<file path="src/logic/dac_link_pkg.sv">
// shared constants and types for the dual converter serial link
package dac_link_pkg;
  localparam int WORD_BITS = 16;
  localparam int CTRL_BITS = 4;
  localparam int CODE_BITS = 10;
  localparam int CTRL_MSB  = 15;
  localparam int CODE_MSB  = 11;
  localparam int CODE_LSB  = 2;
  localparam int BIT_CNT_W = 5;
  localparam logic [9:0] CODE_RESET = 10'h000;
  localparam logic [15:0] WORD_RESET = 16'h0000;
  // serial clock divider: half period in system cycles
  localparam int SCK_HALF_NS     = 64;
  localparam int SYS_PERIOD_NS   = 8;
  localparam int SCK_HALF_CYCLES = (SCK_HALF_NS + SYS_PERIOD_NS - 1) / SYS_PERIOD_NS;
  localparam logic [7:0] DIV_RESET = 8'h00;
  localparam logic [4:0] BIT_CNT_RESET   = 5'h00;
  localparam logic [2:0] SYNC_HIGH_RESET = 3'h7;
  localparam logic [2:0] SYNC_LOW_RESET  = 3'h0;
  localparam logic [1:0] DATA_SYNC_RESET = 2'h0;
  localparam logic       AWAKE_RESET     = 1'b1;

  typedef enum logic [3:0] {
    CMD_NOP       = 4'h0,
    CMD_LOAD_A    = 4'h1,
    CMD_LOAD_B    = 4'h2,
    CMD_UPD_ALL   = 4'h8,
    CMD_LOAD_A_UP = 4'h9,
    CMD_LOAD_B_UP = 4'hA,
    CMD_WAKE      = 4'hD,
    CMD_SLEEP     = 4'hE,
    CMD_LOAD_BOTH = 4'hF
  } ctrl_code_t;
endpackage : dac_link_pkg

</file>
<file path="src/logic/dac_link_if.sv">
// three-wire serial link between host master and converter front end
`timescale 1ns/1ps
interface dac_link_if;
  logic load_strobe_n;
  logic sck;
  logic sdi;
  modport host (output load_strobe_n, output sck, output sdi);
  modport device (input load_strobe_n, input sck, input sdi);
endinterface : dac_link_if

</file>
<file path="src/logic/dac_front_end.sv">
// converter front end: serial shifter, command decode, input and converter registers
//
// Contract
// - shift only while strobe low
// - strobe rise executes held control code
// - sample data on serial clock rise
// - word is control, code, two pad bits
// - control first, msb first, pads last
// - two input and two converter registers
// - only converter registers drive outputs
// - both converter registers update together
// - output equals code over 1024 times reference
// - reset clears outputs to zero scale
// - code 1110 sleeps, registers kept
// - sleep ignores conversion code field
// - wake restores retained converter values
// - load while asleep, 1000 wakes and updates
// - host holds clock low at strobe fall
// - host raises strobe after sixteen bits
// - 0001/0010 load one input register only
// - 1000/1001/1010 wake and update both
// - 1101 only wakes
// - 1111 loads both, updates, wakes
`timescale 1ns/1ps
module dac_front_end #(
  parameter int CODE_W = dac_link_pkg::CODE_BITS
) (
  input  wire logic              clk_sys,
  input  wire logic              rst_n,
  dac_link_if.device             link,
  output logic [CODE_W-1:0]      analog_out_first,
  output logic [CODE_W-1:0]      analog_out_second,
  output logic                   analog_enable,
  output logic                   word_done
);
  // ==========================================================
  // command decode
  typedef struct packed {
    logic load_a;
    logic load_b;
    logic update;
    logic wake;
    logic sleep;
  } cmd_act_t;

  // actions of one control code; unlisted codes do nothing
  function automatic cmd_act_t decode_ctrl(input logic [3:0] code);
    cmd_act_t act_v;
    act_v = '0;
    case (code)
      dac_link_pkg::CMD_NOP: begin
        act_v = '0;
      end
      dac_link_pkg::CMD_LOAD_A: begin
        act_v.load_a = 1'b1;
      end
      dac_link_pkg::CMD_LOAD_B: begin
        act_v.load_b = 1'b1;
      end
      dac_link_pkg::CMD_UPD_ALL: begin
        act_v.update = 1'b1;
        act_v.wake   = 1'b1;
      end
      dac_link_pkg::CMD_LOAD_A_UP: begin
        act_v.load_a = 1'b1;
        act_v.update = 1'b1;
        act_v.wake   = 1'b1;
      end
      dac_link_pkg::CMD_LOAD_B_UP: begin
        act_v.load_b = 1'b1;
        act_v.update = 1'b1;
        act_v.wake   = 1'b1;
      end
      dac_link_pkg::CMD_WAKE: begin
        act_v.wake = 1'b1;
      end
      dac_link_pkg::CMD_SLEEP: begin
        act_v.sleep = 1'b1;
      end
      dac_link_pkg::CMD_LOAD_BOTH: begin
        act_v.load_a = 1'b1;
        act_v.load_b = 1'b1;
        act_v.update = 1'b1;
        act_v.wake   = 1'b1;
      end
      default: begin
        act_v = '0;
      end
    endcase
    return act_v;
  endfunction : decode_ctrl

  // rising edge seen on the synchronised copy of a pin
  function automatic logic sync_rose(input logic [2:0] taps);
    return taps[1] & ~taps[2];
  endfunction : sync_rose

  // ==========================================================
  // state
  typedef struct packed {
    logic [2:0]          cs_sync;
    logic [2:0]          sck_sync;
    logic [1:0]          sdi_sync;
    logic [15:0]         shift;
    logic [CODE_W-1:0]   in_a;
    logic [CODE_W-1:0]   in_b;
    logic [CODE_W-1:0]   dac_a;
    logic [CODE_W-1:0]   dac_b;
    logic                awake;
    logic                done;
  } fe_state_t;

  fe_state_t st_r;
  fe_state_t st_nxt;
  logic [CODE_W-1:0] new_code;
  logic [3:0]        ctrl;
  cmd_act_t          act;

  assign new_code = st_r.shift[dac_link_pkg::CODE_MSB:dac_link_pkg::CODE_LSB];
  assign ctrl     = st_r.shift[dac_link_pkg::CTRL_MSB -: dac_link_pkg::CTRL_BITS];
  assign act      = decode_ctrl(ctrl);

  // ==========================================================
  // next state
  always_comb begin
    st_nxt          = st_r;
    st_nxt.done     = 1'b0;
    // sync stage 0 only feeds stage 1
    st_nxt.cs_sync  = {st_r.cs_sync[1:0], link.load_strobe_n};
    st_nxt.sck_sync = {st_r.sck_sync[1:0], link.sck};
    st_nxt.sdi_sync = {st_r.sdi_sync[0], link.sdi};
    if (!st_r.cs_sync[1] && sync_rose(st_r.sck_sync)) begin
      st_nxt.shift = {st_r.shift[14:0], st_r.sdi_sync[1]};
    end
    if (sync_rose(st_r.cs_sync)) begin
      st_nxt.done = 1'b1;
      if (act.load_a) begin
        st_nxt.in_a = new_code;
      end
      if (act.load_b) begin
        st_nxt.in_b = new_code;
      end
      // both converter registers copy together, after any load of this word
      if (act.update) begin
        st_nxt.dac_a = st_nxt.in_a;
        st_nxt.dac_b = st_nxt.in_b;
      end
      if (act.wake) begin
        st_nxt.awake = 1'b1;
      end
      if (act.sleep) begin
        st_nxt.awake = 1'b0;
      end
    end
  end

  // ==========================================================
  // registers
  always_ff @(posedge clk_sys) begin
    if (!rst_n) begin
      st_r.cs_sync  <= dac_link_pkg::SYNC_HIGH_RESET;
      st_r.sck_sync <= dac_link_pkg::SYNC_LOW_RESET;
      st_r.sdi_sync <= dac_link_pkg::DATA_SYNC_RESET;
      st_r.shift    <= dac_link_pkg::WORD_RESET;
      st_r.in_a     <= dac_link_pkg::CODE_RESET;
      st_r.in_b     <= dac_link_pkg::CODE_RESET;
      st_r.dac_a    <= dac_link_pkg::CODE_RESET;
      st_r.dac_b    <= dac_link_pkg::CODE_RESET;
      st_r.awake    <= dac_link_pkg::AWAKE_RESET;
      st_r.done     <= 1'b0;
    end else begin
      st_r <= st_nxt;
    end
  end

  // outputs are converter codes (k/1024 of reference); only converter regs drive them
  assign analog_out_first  = st_r.dac_a;
  assign analog_out_second = st_r.dac_b;
  assign analog_enable     = st_r.awake;
  assign word_done         = st_r.done;
endmodule : dac_front_end

</file>
<file path="src/flat_wrapper.sv">
// flat-port wrapper written by rule: the top's interface ports become plain ports
module dac_front_end_flat 
#(
  parameter int CODE_W = dac_link_pkg::CODE_BITS
)
  (clk_sys, rst_n, analog_out_first, analog_out_second, analog_enable, word_done, link_load_strobe_n, link_sck, link_sdi);
  dac_link_if link_i ();
  input  wire logic clk_sys;
  input  wire logic rst_n;
  output logic [CODE_W-1:0] analog_out_first;
  output logic [CODE_W-1:0] analog_out_second;
  output logic analog_enable;
  output logic word_done;
  input wire logic [$bits(link_i.load_strobe_n)-1:0] link_load_strobe_n;
  input wire logic [$bits(link_i.sck)-1:0] link_sck;
  input wire logic [$bits(link_i.sdi)-1:0] link_sdi;
  assign link_i.load_strobe_n = link_load_strobe_n;
  assign link_i.sck = link_sck;
  assign link_i.sdi = link_sdi;
  dac_front_end #(.CODE_W(CODE_W)) u_core (.clk_sys(clk_sys), .rst_n(rst_n), .link(link_i), .analog_out_first(analog_out_first), .analog_out_second(analog_out_second), .analog_enable(analog_enable), .word_done(word_done));
endmodule
</file>
<file path="config.mk">
export PLATFORM = sky130hd
export DESIGN_NAME = dac_front_end_flat
export DESIGN_NICKNAME = d
export VERILOG_FILES = /design/src/logic/dac_link_pkg.sv /design/src/logic/dac_link_if.sv /design/src/logic/dac_front_end.sv /design/src/flat_wrapper.sv
export SDC_FILE = /design/constraint.sdc
export NUM_CORES = 1
export LEC_CHECK = 0
export ABC_AREA = 1
export BUFFER_PORTS_ARGS = -buffer_cell sky130_fd_sc_hd__buf_4
export CORE_MARGIN = 3
export CORE_UTILIZATION = 45
export DETAILED_ROUTE_END_ITERATION = 10
export GPL_ROUTABILITY_DRIVEN = 0
export PLACE_DENSITY = 0.7
export SETUP_SLACK_MARGIN = 0.02
export SLEW_MARGIN = 20
export SYNTH_ARGS = -nofsm -noshare
export SYNTH_HDL_FRONTEND = slang
export SYNTH_SLANG_ARGS = --single-unit
</file>
<file path="constraint.sdc">
create_clock -name clk_sys -period 1.5 [get_ports clk_sys]
set_clock_uncertainty 0.15 [all_clocks]
set_input_delay 0.075 -clock clk_sys [delete_from_list [all_inputs] [get_ports clk_sys]]
set_output_delay 0.075 -clock clk_sys [all_outputs]
set_load 0.02 [all_outputs]
</file>
==> summary.txt, run 1 <==
Clocking
  • Clk_lat worst skew: 0.34 ns
  • Clk buf depth: 2
  • CTS H-tree lvls: 3
  • CTS tree: yes
  • Cts bufs inserted: 9
  • Clk sinks: 66
  • Root Driver: clkbuf_8
  • Worst-path clk slew: 0.07 ns

Worst setup path
  • Crit path arrival time: 1.49 ns
  • CP Capture Type: register
  • Number of cells on the worst reg-to-reg path: 7
  • CP required: 1.59 ns
  • Reg-to-reg endpoint: u_core.st_r[31]
  • Reg2reg setup slack: 0.1 ns
  • Startpoint Class: register
  • Crit-path max FO: 10
  • Crit Reg-Reg Startpoint: u_core.ctrl[2]
  • CP Class: reg -> reg

Logic synthesis
  • Synth Cell Area: 3010 um^2
  • Number of synthesized register bits: 66
  • Top cells by count, synth: 111 x nand2_1, 80 x nor2_1, 66 x dfxtp_1
  • Synth Flop Type: dfxtp_1
  • Cell variety after synth: 19
  • Top cell type's share of synthesized area: 0.439
  • Ranking of synthesized cells by area: dfxtp_1 44%, nand2_1 14%, nor2_1 10%, inv_1 7.7%, nand3_1 7.6%
  • Async SR Flop Fraction: 0
  • Yosys warns: 0
  • Top-count cell post-synth: nand2_1
  • Net Count, Synth: 458
  • Post-synth EDFFs: 0
  • Sequential area share after synthesis: 0.439
  • Synth area leader: dfxtp_1
  • Syn Inst Count: 453
  • Synthesized area per cell: 6.65 um^2

STA
  • Worst slew pin tran: 0.186 ns
  • Minimum clock period: 1.40 ns
  • RSZ-0062 raised after global routing: no
  • Fin. Hold Viols: 0
  • Slew Viols, Final: 0
  • Fin Setup TNS: 0 ns
  • Worst setup margin: 0.0966 ns
  • Hold Slack: 0.263 ns
  • Max Fclk: 0.713 GHz
  • Period utilization: 0.936
  • Final setup viols: 0
  • Worst slew margin: 0.874

Min path
  • Hold Crit Depth: 2
  • Endpoint, Worst Hold: u_core.st_r[59]
  • Worst hold start: u_core.st_nxt[59]
  • Min-delay worst type: reg -> reg

Layout
  • NumNets Final: 472
  • Fin util: 0.548
  • P&R area growth vs syn: 17.0%
  • Design area: 3520 um^2
  • Layout cell share with drive strength beyond 1: 0.153
  • Ant. Diodes: 0

Pwr
  • Clock share of power: 0.437
  • Cell Pwr Density: 996 nW/um^2
  • Switching portion of total power: 0.217
  • Int Power: 2.75 mW
  • Leak pwr: 1.84 nW
  • Net Sw Power: 0.760 mW
  • Maximum vdd ir drop: 0.501 mV
  • Power share of the sequential group: 0.513
  • Logic gate share of total power: 0.049

Global route
  • Initial antenna violation count: 0
  • Global-route usage over all layers: 0.166
  • Pin count of the biggest net entering global routing: 41
  • Number of global-route vias before repair: 2154
  • Global-route wire length before repair: 9920 um
  • Total grt overflow: 0

Floorplanning
  • Initial Utilization: 0.469
  • # IOs: 27
  • # rows: 29
  • Die Ht: 87.8 um
  • Die ar.: 7710 um^2
  • Core Region: 6420 um^2
  • Die width: 87.8 um

Placement
  • Post-DP HPWL: 3880 um
  • Placed cell areas: 3170 um^2
  • IO Port Bufs: 26
  • Pre-CTS setup slack: 0.103 ns

Run status
  • Status: finished clean

Job
  • Max-cap viol count: 0

Drt
  • Drt total wl: 6270 um
  • Initial DRT Pass Iterations: 4
  • Total number of vias: 2519
  • Post-route ant nets: 0
  • Drt drc: 0
  • First DRT Iteration DRCs: 182
  • Post-DR vias/cell: 4.60
  • Drt wl/cell: 11.4 um
-- worst max path at each step --
stage / cells past startpoint / startpoint / endpoint / slack (ns)
after floorplan: 6 / u_core.st_nxt[65] / u_core.st_r[32] / 0.23
after global placement: 8 / u_core.ctrl[1] / u_core.analog_out_second[8] / 0.15
after detailed placement: 8 / u_core.ctrl[1] / u_core.analog_out_first[3] / 0.10
after CTS: 9 / u_core.ctrl[1] / u_core.analog_out_first[8] / 0.09
after global routing: 7 / u_core.ctrl[2] / u_core.analog_out_second[4] / 0.01
final: 7 / u_core.ctrl[2] / u_core.st_r[31] / 0.1
-- critical path, cell delays in order (launching register included) --
cell and delay, ns:
dfxtp_2 0.33, inv_1 0.12, nand3_1 0.17, buf_4 0.22
nand3_1 0.11, nand3_1 0.10, nand2_1 0.07, inv_1 0.03
-- cells in the final DEF, fill, tap and decap left out, types with 2 or more instances in the layout --
cell type | Yosys | routed
dlygate4sd3_1 | 0 | 4
clkbuf_8 | 0 | 12
nor2_2 | 1 | 2
a21oi_1 | 16 | 16
buf_12 | 0 | 4
or2_2 | 2 | 2
clkbuf_16 | 0 | 2
nand2_1 | 111 | 111
nand3_1 | 46 | 45
dfxtp_1 | 66 | 63
inv_2 | 3 | 3
nand2_4 | 1 | 4
inv_1 | 62 | 62
o21ai_0 | 17 | 17
nor2_1 | 80 | 78
dfxtp_4 | 0 | 2
buf_4 | 20 | 34
-- sequential cells by signal (all words and copies together) (netlist names) --
name                      cells
u_core.st_nxt                 5
u_core.analog_out_second     10
u_core.ctrl                   4
u_core.analog_enable          1
u_core.analog_out_first      10
u_core.new_code              10
u_core.st_r                  25
u_core.word_done              1
-- power groups by stage --
stage	logic, mW	clock network (mW)	registers, mW
global route	0.201	1.65	1.80
floorplan	0.118	0	1.84
finish	0.173	1.53	1.80
CTS	0.171	1.58	1.80
detailed placement	0.161	0	1.84
global placement	0.157	0	1.84
-- final cells by class --
| type | count | area (um^2) |
|---|---|---|
| fill | 629 | 2900 |
| sequential | 66 | 1330 |
| multi-input combinational | 280 | 1210 |
| timing repair buffer | 45 | 437 |
| inverter | 65 | 244 |
| clock buffer | 13 | 169 |
| tap | 77 | 96.3 |
| clock inverter | 2 | 35.0 |
-- cells by family after synthesis --
family	Yosys count	share of synthesized area
buffers and inverters	107	0.169
DFF	66	0.439
AOI/OAI and AO/OA	33	0.0549
and+or+nand+nor	247	0.337
-- per-layer routing --
layer | wire, um | vias to the layer above | GRT usage
li1 | - | 1372 | -
met5 | 0 | - | 0
met4 | 59 | 0 | 0.0921
met2 | 3000 | 39 | 0.249
met3 | 265 | 6 | 0.0414
met1 | 2950 | 1102 | 0.218
-- timing repair --
action                                  4_1_cts  5_1_grt
hold buffers                                  4        0
hold endpoints to repair                     13        0
buffers inserted                              0        1
endpoints found under the setup margin        0       25
resized for setup                             0       12
-- through the flow --
step | std cells | power [mW]
after global placement | 525 | 2.00
after detailed placement | 525 | 2.00
after CTS | 544 | 3.55
after floorplan | 453 | 1.96
after global routing | 548 | 3.66
final | 548 | 3.51
No activity file was read; power rests on OpenSTA's default activity.
==> inputs of run 2 (changes only) <==
--- a/config.mk
+++ b/config.mk
@@ -7,7 +7,6 @@
 export LEC_CHECK = 0
 export ABC_AREA = 1
 export BUFFER_PORTS_ARGS = -buffer_cell sky130_fd_sc_hd__buf_4
-export CORE_MARGIN = 3
 export CORE_UTILIZATION = 45
 export DETAILED_ROUTE_END_ITERATION = 10
 export GPL_ROUTABILITY_DRIVEN = 0
==> run 2 against run 1 <==
Die area decreased by 8.9%. Worst hold slack better by 0.0015 ns. Worst setup slack better by 0.014 ns. Critical path depth down 2. Critical endpoint is now u_core.st_nxt[61]. Largest power group unchanged.
==> summary.txt, run 2 (same netlist as run 1, synthesis figures left out) <==
Drt
  • Drt wl/cell: 10.9 um (was 11.4 um)
  • Initial DRT Pass Iterations: 4 (unchanged)
  • First DRT Iteration DRCs: 156 (was 182)
  • Drt drc: 0 (unchanged)
  • Post-DR vias/cell: 4.63 (was 4.60)
  • Post-route ant nets: 0 (unchanged)
  • Total number of vias: 2534 (was 2519)
  • Drt total wl: 5950 um (was 6270 um)

Global route
  • Pin count of the biggest net entering global routing: 41 (unchanged)
  • Initial antenna violation count: 0 (unchanged)
  • Total grt overflow: 0 (unchanged)
  • Number of global-route vias before repair: 2275 (was 2154)
  • Global-route wire length before repair: 9980 um (was 9920 um)
  • Global-route usage over all layers: 0.181 (was 0.166)

Worst setup path
  • Crit path largest cell delay: 0.57 ns (was 0.33 ns)
  • CP Capture Type: register (unchanged)
  • Crit Reg-Reg Startpoint: u_core.ctrl[3] (was u_core.ctrl[2])
  • CP max-delay cell: dlygate4sd3_1 (was dfxtp_2)
  • Worst Setup SP: rst_n (was u_core.ctrl[2])
  • Critical-path cell list: dlygate4sd3_1, buf_6, nand2_1, dlygate4sd3_1, inv_1 (was inv_1, nand3_1, buf_4, nand3_1, nand3_1, nand2_1, inv_1)
  • CP required: 1.63 ns (was 1.59 ns)
  • Crit-path max FO: 23 (was 10)
  • Startpoint Class: input pin (was register)
  • Worst path most repeated cell: dlygate4sd3_1 (was nand3_1)
  • Crit path arrival time: 1.52 ns (was 1.49 ns)
  • CP Class: in -> reg (was reg -> reg)

Pwr
  • Maximum vdd ir drop: 0.684 mV (was 0.501 mV)
  • Leak pwr: 1.77 nW (was 1.84 nW)
  • Cell Pwr Density: 989 nW/um^2 (was 996 nW/um^2)

Layout
  • Multi-input logic area: 1180 um^2 (was 1210 um^2)
  • Most flops, register: u_core.st_r (unchanged)
  • Seq. cell area: 1320 um^2 (was 1330 um^2)
  • Max FFs per register: 25 (unchanged)
  • Most common cell after layout, fill and taps aside: nand2_1 (unchanged)
  • Layout Cells excl Fill: 547 (was 548)
  • Ant. Diodes: 0 (unchanged)
  • Layout cell share with drive strength beyond 1: 0.132 (was 0.153)
  • Commonest cells after routing, fill and taps aside: 111 x nand2_1, 80 x nor2_1, 64 x dfxtp_1, 62 x inv_1, 46 x nand3_1 (was 111 x nand2_1, 78 x nor2_1, 63 x dfxtp_1, 62 x inv_1, 45 x nand3_1)
  • Fill count: 632 (was 629)
  • P&R area growth vs syn: 12.8% (was 17.0%)
  • NumNets Final: 470 (was 472)

Placement
  • IO Port Bufs: 26 (unchanged)
  • Post-DP HPWL: 3790 um (was 3880 um)
  • Placed Cells incl. Taps: 524 (was 525)

Clocking
  • CTS H-tree lvls: 3 (unchanged)
  • CTS tree: yes (unchanged)
  • Root Driver: clkbuf_8 (unchanged)
  • Postcts setup bufs: 0 (unchanged)
  • Clk sinks: 66 (unchanged)
  • Worst-path clk slew: 0.07 ns (about the same)
  • Clk buf depth: 2 (unchanged)
  • Cts bufs inserted: 9 (unchanged)
  • Clk_lat worst skew: 0.33 ns (was 0.34 ns)

Min path
  • Min-delay worst type: reg -> reg (unchanged)
  • Worst hold start: u_core.st_nxt[64] (was u_core.st_nxt[59])

Floorplanning
  • Die Ht: 83.8 um (was 87.8 um)
  • Initial Utilization: 0.471 (was 0.469)
  • Core Region: 6390 um^2 (was 6420 um^2)
  • # rows: 29 (unchanged)
  • # IOs: 27 (unchanged)
  • Die width: 83.8 um (was 87.8 um)
  • Die ar.: 7020 um^2 (was 7710 um^2)

STA
  • Fin Setup TNS: 0 ns (unchanged)
  • Fin. Hold Viols: 0 (unchanged)
  • Worst slew margin: 0.817 (was 0.874)
  • Final setup viols: 0 (unchanged)
  • RSZ-0062 raised after global routing: no (unchanged)
  • Period utilization: 0.926 (was 0.936)
  • Worst slew pin tran: 0.275 ns (was 0.186 ns)
  • Max Fclk: 0.720 GHz (was 0.713 GHz)
  • Minimum clock period: 1.39 ns (was 1.40 ns)
  • Slew Viols, Final: 0 (unchanged)

Job
  • Max-cap viol count: 0 (unchanged)

Run status
  • Status: finished clean (unchanged)
run 2: cell types whose count changed in the layout (fill, tap and decap cells not counted), moves of 2 or more:
cell           before  now
nand2_2             1    4
nor2_1             78   80
dlygate4sd3_1       4    6
clkbuf_8           12    9
buf_12              4    1
nand2_4             4    1
dfxtp_4             2    0
clkbuf_1            1    4
run 2: power by group:
| group | internal, mW | switching, mW | total [mW] |
|---|---|---|---|
| clock network | 0.765 | 0.621 | 1.39 |
| logic | 0.0684 | 0.0986 | 0.167 |
| registers | 1.79 | 0.0178 | 1.80 |
| total | 2.62 | 0.737 | 3.36 |
run 2: critical path: cells and delay by family:
kind                   cells  cell delay [ns]
AND/OR/NAND/NOR            1             0.08
buffers and inverters      4             1.37
run 2: timing repair:
action                                 CTS  global route
resized for setup                        0             3
hold buffers                             6             0
endpoints found under the hold margin   22             0
setup endpoints to repair                0            29
run 2: final cells by class:
cell class,instances,share of cell area
tap,77,0.0284
multi-input combinational,280,0.348
sequential,66,0.390
clock inverter,3,0.0118
timing repair buffer,43,0.109
inverter,65,0.0719
clock buffer,13,0.0409
run 2: per-layer routing:
metal  track usage  part of all wire  vias up
met2         0.293              0.45       62
li1              -                 -     1370
met3        0.0376             0.063       12
met4         0.103             0.023        0
met5             0                 0        -
met1         0.222              0.46     1090
run 2: worst paths after layout:
kind,endpoint,slack [ns],depth (start not counted)
worst min-delay path,u_core.st_nxt[65],0.26,1
worst min register to register,u_core.st_nxt[65],0.26,1
worst max register to register,u_core.analog_out_second[7],0.13,8
worst max-delay path,u_core.st_nxt[61],0.11,5
run 2: per-stage QoR:
stage	power (mW)	utilization	area, um^2	setup slack (ns)	hold WS [ns]
after global placement	1.99	0.489	3120	0.136	0.105
final	3.36	0.532	3390	0.111	0.265
after floorplan	1.96	-	3010	0.233	0.0226
after detailed placement	1.99	0.489	3120	0.103	0.116
after CTS	3.40	0.527	3360	0.102	0.264
after global routing	3.51	0.532	3390	0.0278	0.287
==> inputs of run 3 (changes only) <==
--- a/config.mk
+++ b/config.mk
@@ -5,8 +5,9 @@
 export SDC_FILE = /design/constraint.sdc
 export NUM_CORES = 1
 export LEC_CHECK = 0
-export ABC_AREA = 1
+export ABC_CLOCK_PERIOD_IN_PS = 1500
 export BUFFER_PORTS_ARGS = -buffer_cell sky130_fd_sc_hd__buf_4
+export CAP_MARGIN = 20
 export CORE_UTILIZATION = 45
 export DETAILED_ROUTE_END_ITERATION = 10
 export GPL_ROUTABILITY_DRIVEN = 0
==> run 3 against run 2 <==
The run now ends with negative setup slack left. Critical path type is now reg -> reg. Sequential share of layout area is 2.9 points lower. Worst hold slack got worse by 0.0074 ns. Via count decreased by 5.1%. Largest power group unchanged. Design area is 8.6% higher. Clock power is 19% higher. Synthesized cell count decreased by 27%. Utilization grew 5.2 points. Critical endpoint is now u_core.analog_out_second[4]. Highest routed layer unchanged. Total power grew 3.8%. Cell count is 18% lower. Worst setup slack got worse by 0.13 ns. Sequential power down 2%.
==> summary.txt, run 3 <==
Logic synthesis
  • Ranking of synthesized cells by area: dfxtp_1 45%, nand2_1 9.2%, mux2i_1 6.8%, buf_4 6.7%, nor2b_1 4.5% (was dfxtp_1 44%, nand2_1 14%, nor2_1 10%, inv_1 7.7%, nand3_1 7.6%)
  • Top cell type's share of synthesized area: 0.451 (was 0.439)
  • Adder-cell area share of the yosys netlist: 0 (unchanged)
  • Yosys warns: 0 (unchanged)
  • Synth area leader: dfxtp_1 (unchanged)
  • Synth Cell Area: 2930 um^2 (was 3010 um^2)
  • Synth Flop Type: dfxtp_1 (unchanged)
  • Synth Area in Simple Gates: 0.201 (was 0.337)
  • Compound-Gate Fraction of Synth Area: 0.181 (was 0.0549)
  • Largest family of logic cells by synthesized area: simple AND/OR/NAND/NOR gates (unchanged)
  • Number of synthesized register bits: 66 (unchanged)
  • Cell variety after synth: 35 (was 19)
  • Post-synthesis xor/xnor area fraction: 0 (unchanged)
  • Top-count cell post-synth: nand2_1 (unchanged)
  • Net Count, Synth: 337 (was 458)
  • Mux cell area share after synthesis: 0.0683 (was 0)
  • Async SR Flop Fraction: 0 (unchanged)
  • Sequential area share after synthesis: 0.451 (was 0.439)
  • Top cells by count, synth: 72 x nand2_1, 66 x dfxtp_1, 26 x buf_4 (was 111 x nand2_1, 80 x nor2_1, 66 x dfxtp_1)
  • Post-synth EDFFs: 0 (unchanged)
  • Synthesized area per cell: 8.83 um^2 (was 6.65 um^2)
  • Syn Inst Count: 332 (was 453)

Min path
  • Min-delay worst type: reg -> reg (unchanged)
  • Worst hold start: u_core.st_nxt[64] (unchanged)
  • Hold Crit Depth: 1 (unchanged)
  • Endpoint, Worst Hold: u_core.st_nxt[65] (unchanged)

Global route
  • Number of global-route vias before repair: 2202 (was 2275)
  • Initial antenna violation count: 0 (unchanged)
  • Global-route wire length before repair: 10500 um (was 9980 um)
  • Global-route usage over all layers: 0.210 (was 0.181)
  • Pin count of the biggest net entering global routing: 58 (was 41)
  • Total grt overflow: 0 (unchanged)

Clocking
  • Cts bufs inserted: 9 (unchanged)
  • Clk buf depth: 2 (unchanged)
  • Clk_lat worst skew: 0.35 ns (was 0.33 ns)
  • Worst-path clk slew: 0.07 ns (about the same)
  • Clk sinks: 66 (unchanged)
  • Root Driver: clkbuf_8 (unchanged)
  • CTS tree: yes (unchanged)
  • CTS H-tree lvls: 3 (unchanged)

STA
  • RSZ-0062 raised after global routing: yes (was no)
  • Hold Slack: 0.257 ns (was 0.265 ns)
  • Fin. Hold Viols: 0 (unchanged)
  • Worst setup margin: -0.0169 ns (was 0.111 ns)
  • Period utilization: 1.01 (was 0.926)
  • Slew Viols, Final: 0 (unchanged)
  • Max Fclk: 0.659 GHz (was 0.720 GHz)
  • Final setup viols: 11 (was 0)
  • Minimum clock period: 1.52 ns (was 1.39 ns)
  • Worst slew pin tran: 0.362 ns (was 0.275 ns)
  • Worst slew margin: 0.759 (was 0.817)

Pwr
  • Net Sw Power: 0.750 mW (was 0.737 mW)
  • Leak pwr: 1.40 nW (was 1.77 nW)
  • Maximum vdd ir drop: 0.556 mV (was 0.684 mV)
  • Power share of the sequential group: 0.505 (was 0.537)
  • Switching portion of total power: 0.215 (was 0.220)
  • Logic gate share of total power: 0.022 (was 0.050)
  • Clock share of power: 0.472 (was 0.413)
  • Int Power: 2.73 mW (was 2.62 mW)
  • Cell Pwr Density: 945 nW/um^2 (was 989 nW/um^2)

Job
  • Max-cap viol count: 0 (unchanged)

Drt
  • Total number of vias: 2404 (was 2534)
  • First DRT Iteration DRCs: 141 (was 156)
  • Post-route ant nets: 0 (unchanged)
  • Drt drc: 0 (unchanged)
  • Initial DRT Pass Iterations: 4 (unchanged)
  • Post-DR vias/cell: 5.37 (was 4.63)
  • Drt total wl: 6760 um (was 5950 um)
  • Drt wl/cell: 15.1 um (was 10.9 um)

Placement
  • Placed cell areas: 3220 um^2 (was 3120 um^2)
  • IO Port Bufs: 26 (unchanged)
  • Post-DP HPWL: 3890 um (was 3790 um)

Floorplanning
  • Die Ht: 82.7 um (was 83.8 um)
  • Core Region: 6310 um^2 (was 6390 um^2)
  • Die ar.: 6840 um^2 (was 7020 um^2)
  • Initial Utilization: 0.464 (was 0.471)
  • # IOs: 27 (unchanged)
  • Die width: 82.7 um (was 83.8 um)
  • # rows: 29 (unchanged)

Layout
  • Most flops, register: u_core.st_r (unchanged)
  • Ant. Diodes: 0 (unchanged)
  • NumNets Final: 371 (was 470)
  • Commonest cells after routing, fill and taps aside: 71 x nand2_1, 61 x dfxtp_1, 51 x buf_4 (was 111 x nand2_1, 80 x nor2_1, 64 x dfxtp_1, 62 x inv_1, 46 x nand3_1)
  • Max FFs per register: 25 (unchanged)
  • P&R area growth vs syn: 25.8% (was 12.8%)
  • Layout cell share with drive strength beyond 1: 0.275 (was 0.132)
  • Most common cell after layout, fill and taps aside: nand2_1 (unchanged)
  • Design area: 3690 um^2 (was 3390 um^2)

Worst setup path
  • Crit path arrival time: 1.60 ns (was 1.52 ns)
  • Startpoint Class: register (was input pin)
  • Reg-to-reg endpoint: u_core.analog_out_second[4] (was u_core.analog_out_second[7])
  • Crit-path max FO: 10 (was 23)
  • CP Capture Type: register (unchanged)
  • Number of cells on the worst reg-to-reg path: 6 (was 8)
  • Crit Reg-Reg Startpoint: u_core.ctrl[2] (was u_core.ctrl[3])
  • CP Class: reg -> reg (was in -> reg)
  • CP required: 1.59 ns (was 1.63 ns)
  • Reg2reg setup slack: -0.02 ns (was 0.13 ns)

Run status
  • Failing checks: negative setup slack
  • Status: finished, violations left (was finished clean)
run 3: changes by cell type after synthesis, moves of 9 or more:
cell	change
nor2b_1	+21
a21boi_1	+11
a31oi_1	+20
o21ai_1	+21
nand2_1	-39
nor2_1	-74
inv_1	-62
mux2i_1	+20
nand3_1	-45
o21ai_0	-16
a21oi_1	-16
buf_2	-9
run 3: area by class of cell:
| cell class | count | area (um^2) |
|---|---|---|
| clock buffers | 9 | 124 |
| clock inverters | 7 | 93.8 |
| fillers | 557 | 2630 |
| multi-input cells | 221 | 1380 |
| flip-flops and latches | 66 | 1330 |
| well taps | 77 | 96.3 |
| repair buffers | 68 | 662 |
run 3: metal layers:
metal / vias to the layer above / track usage / wire (um)
met1: 1143 / 0.258 / 3060
met2: 65 / 0.348 / 3300
met5: - / 0 / 0
li1: 1185 / - / -
met3: 11 / 0.0429 / 286
met4: 0 / 0.102 / 110
run 3: worst max path at each step:
stage,start,endpoint,cells after the start
2_1_floorplan,u_core.ctrl[2],u_core.analog_out_second[1],6
3_3_place_gp,u_core.ctrl[1],u_core.analog_out_second[4],4
3_5_place_dp,u_core.ctrl[1],u_core.analog_out_second[7],4
4_1_cts,u_core.ctrl[2],u_core.analog_out_second[8],5
5_1_grt,u_core.ctrl[2],u_core.analog_out_second[8],6
6_report,u_core.ctrl[2],u_core.analog_out_second[4],6
run 3: kinds of logic after synthesis:
group | count (synthesis)
AOI/OAI and AO/OA | 80
buffers and inverters | 45
DFF | 66
muxes | 20
and+or+nand+nor | 121
run 3: timing repair:
item,in CTS,in global routing
hold endpoints to repair,12,0
pin swaps,2,4
setup buffers,1,1
gates cloned,1,4
setup endpoints to repair,57,47
gates resized for setup,14,16
hold buffers,4,0
run 3: worst max-delay path: stages (launching register included):
cell and delay (ns):
dfxtp_4 0.39, buf_4 0.13, nor2b_4 0.05, a211oi_4 0.28, buf_6 0.19, clkbuf_16 0.16, a31oi_1 0.07
run 3: power by group through the flow:
| stage | clock network [mW] | registers, mW | logic (mW) |
|---|---|---|---|
| floorplan | 0 | 1.80 | 0.0406 |
| global placement | 0 | 1.80 | 0.0663 |
| detailed placement | 0 | 1.80 | 0.0668 |
| CTS | 1.66 | 1.76 | 0.0760 |
| global route | 1.74 | 1.76 | 0.0831 |
| finish | 1.65 | 1.76 | 0.0773 |
run 3: metrics by stage:
| stage | utilization | setup TNS, ns | worst slack [ns] | instances | total power [mW] |
|---|---|---|---|---|---|
| finish | 0.584 | -0.106 | -0.0169 | 448 | 3.48 |
| global route | 0.584 | -1.56 | -0.0680 | 448 | 3.59 |
| CTS | 0.561 | -0.0296 | -0.0141 | 443 | 3.50 |
| detailed placement | 0.510 | -2.85 | -0.104 | 421 | 1.87 |
| global placement | 0.510 | -1.05 | -0.0730 | 421 | 1.87 |
| floorplan | - | 0 | 0.0220 | 332 | 1.84 |
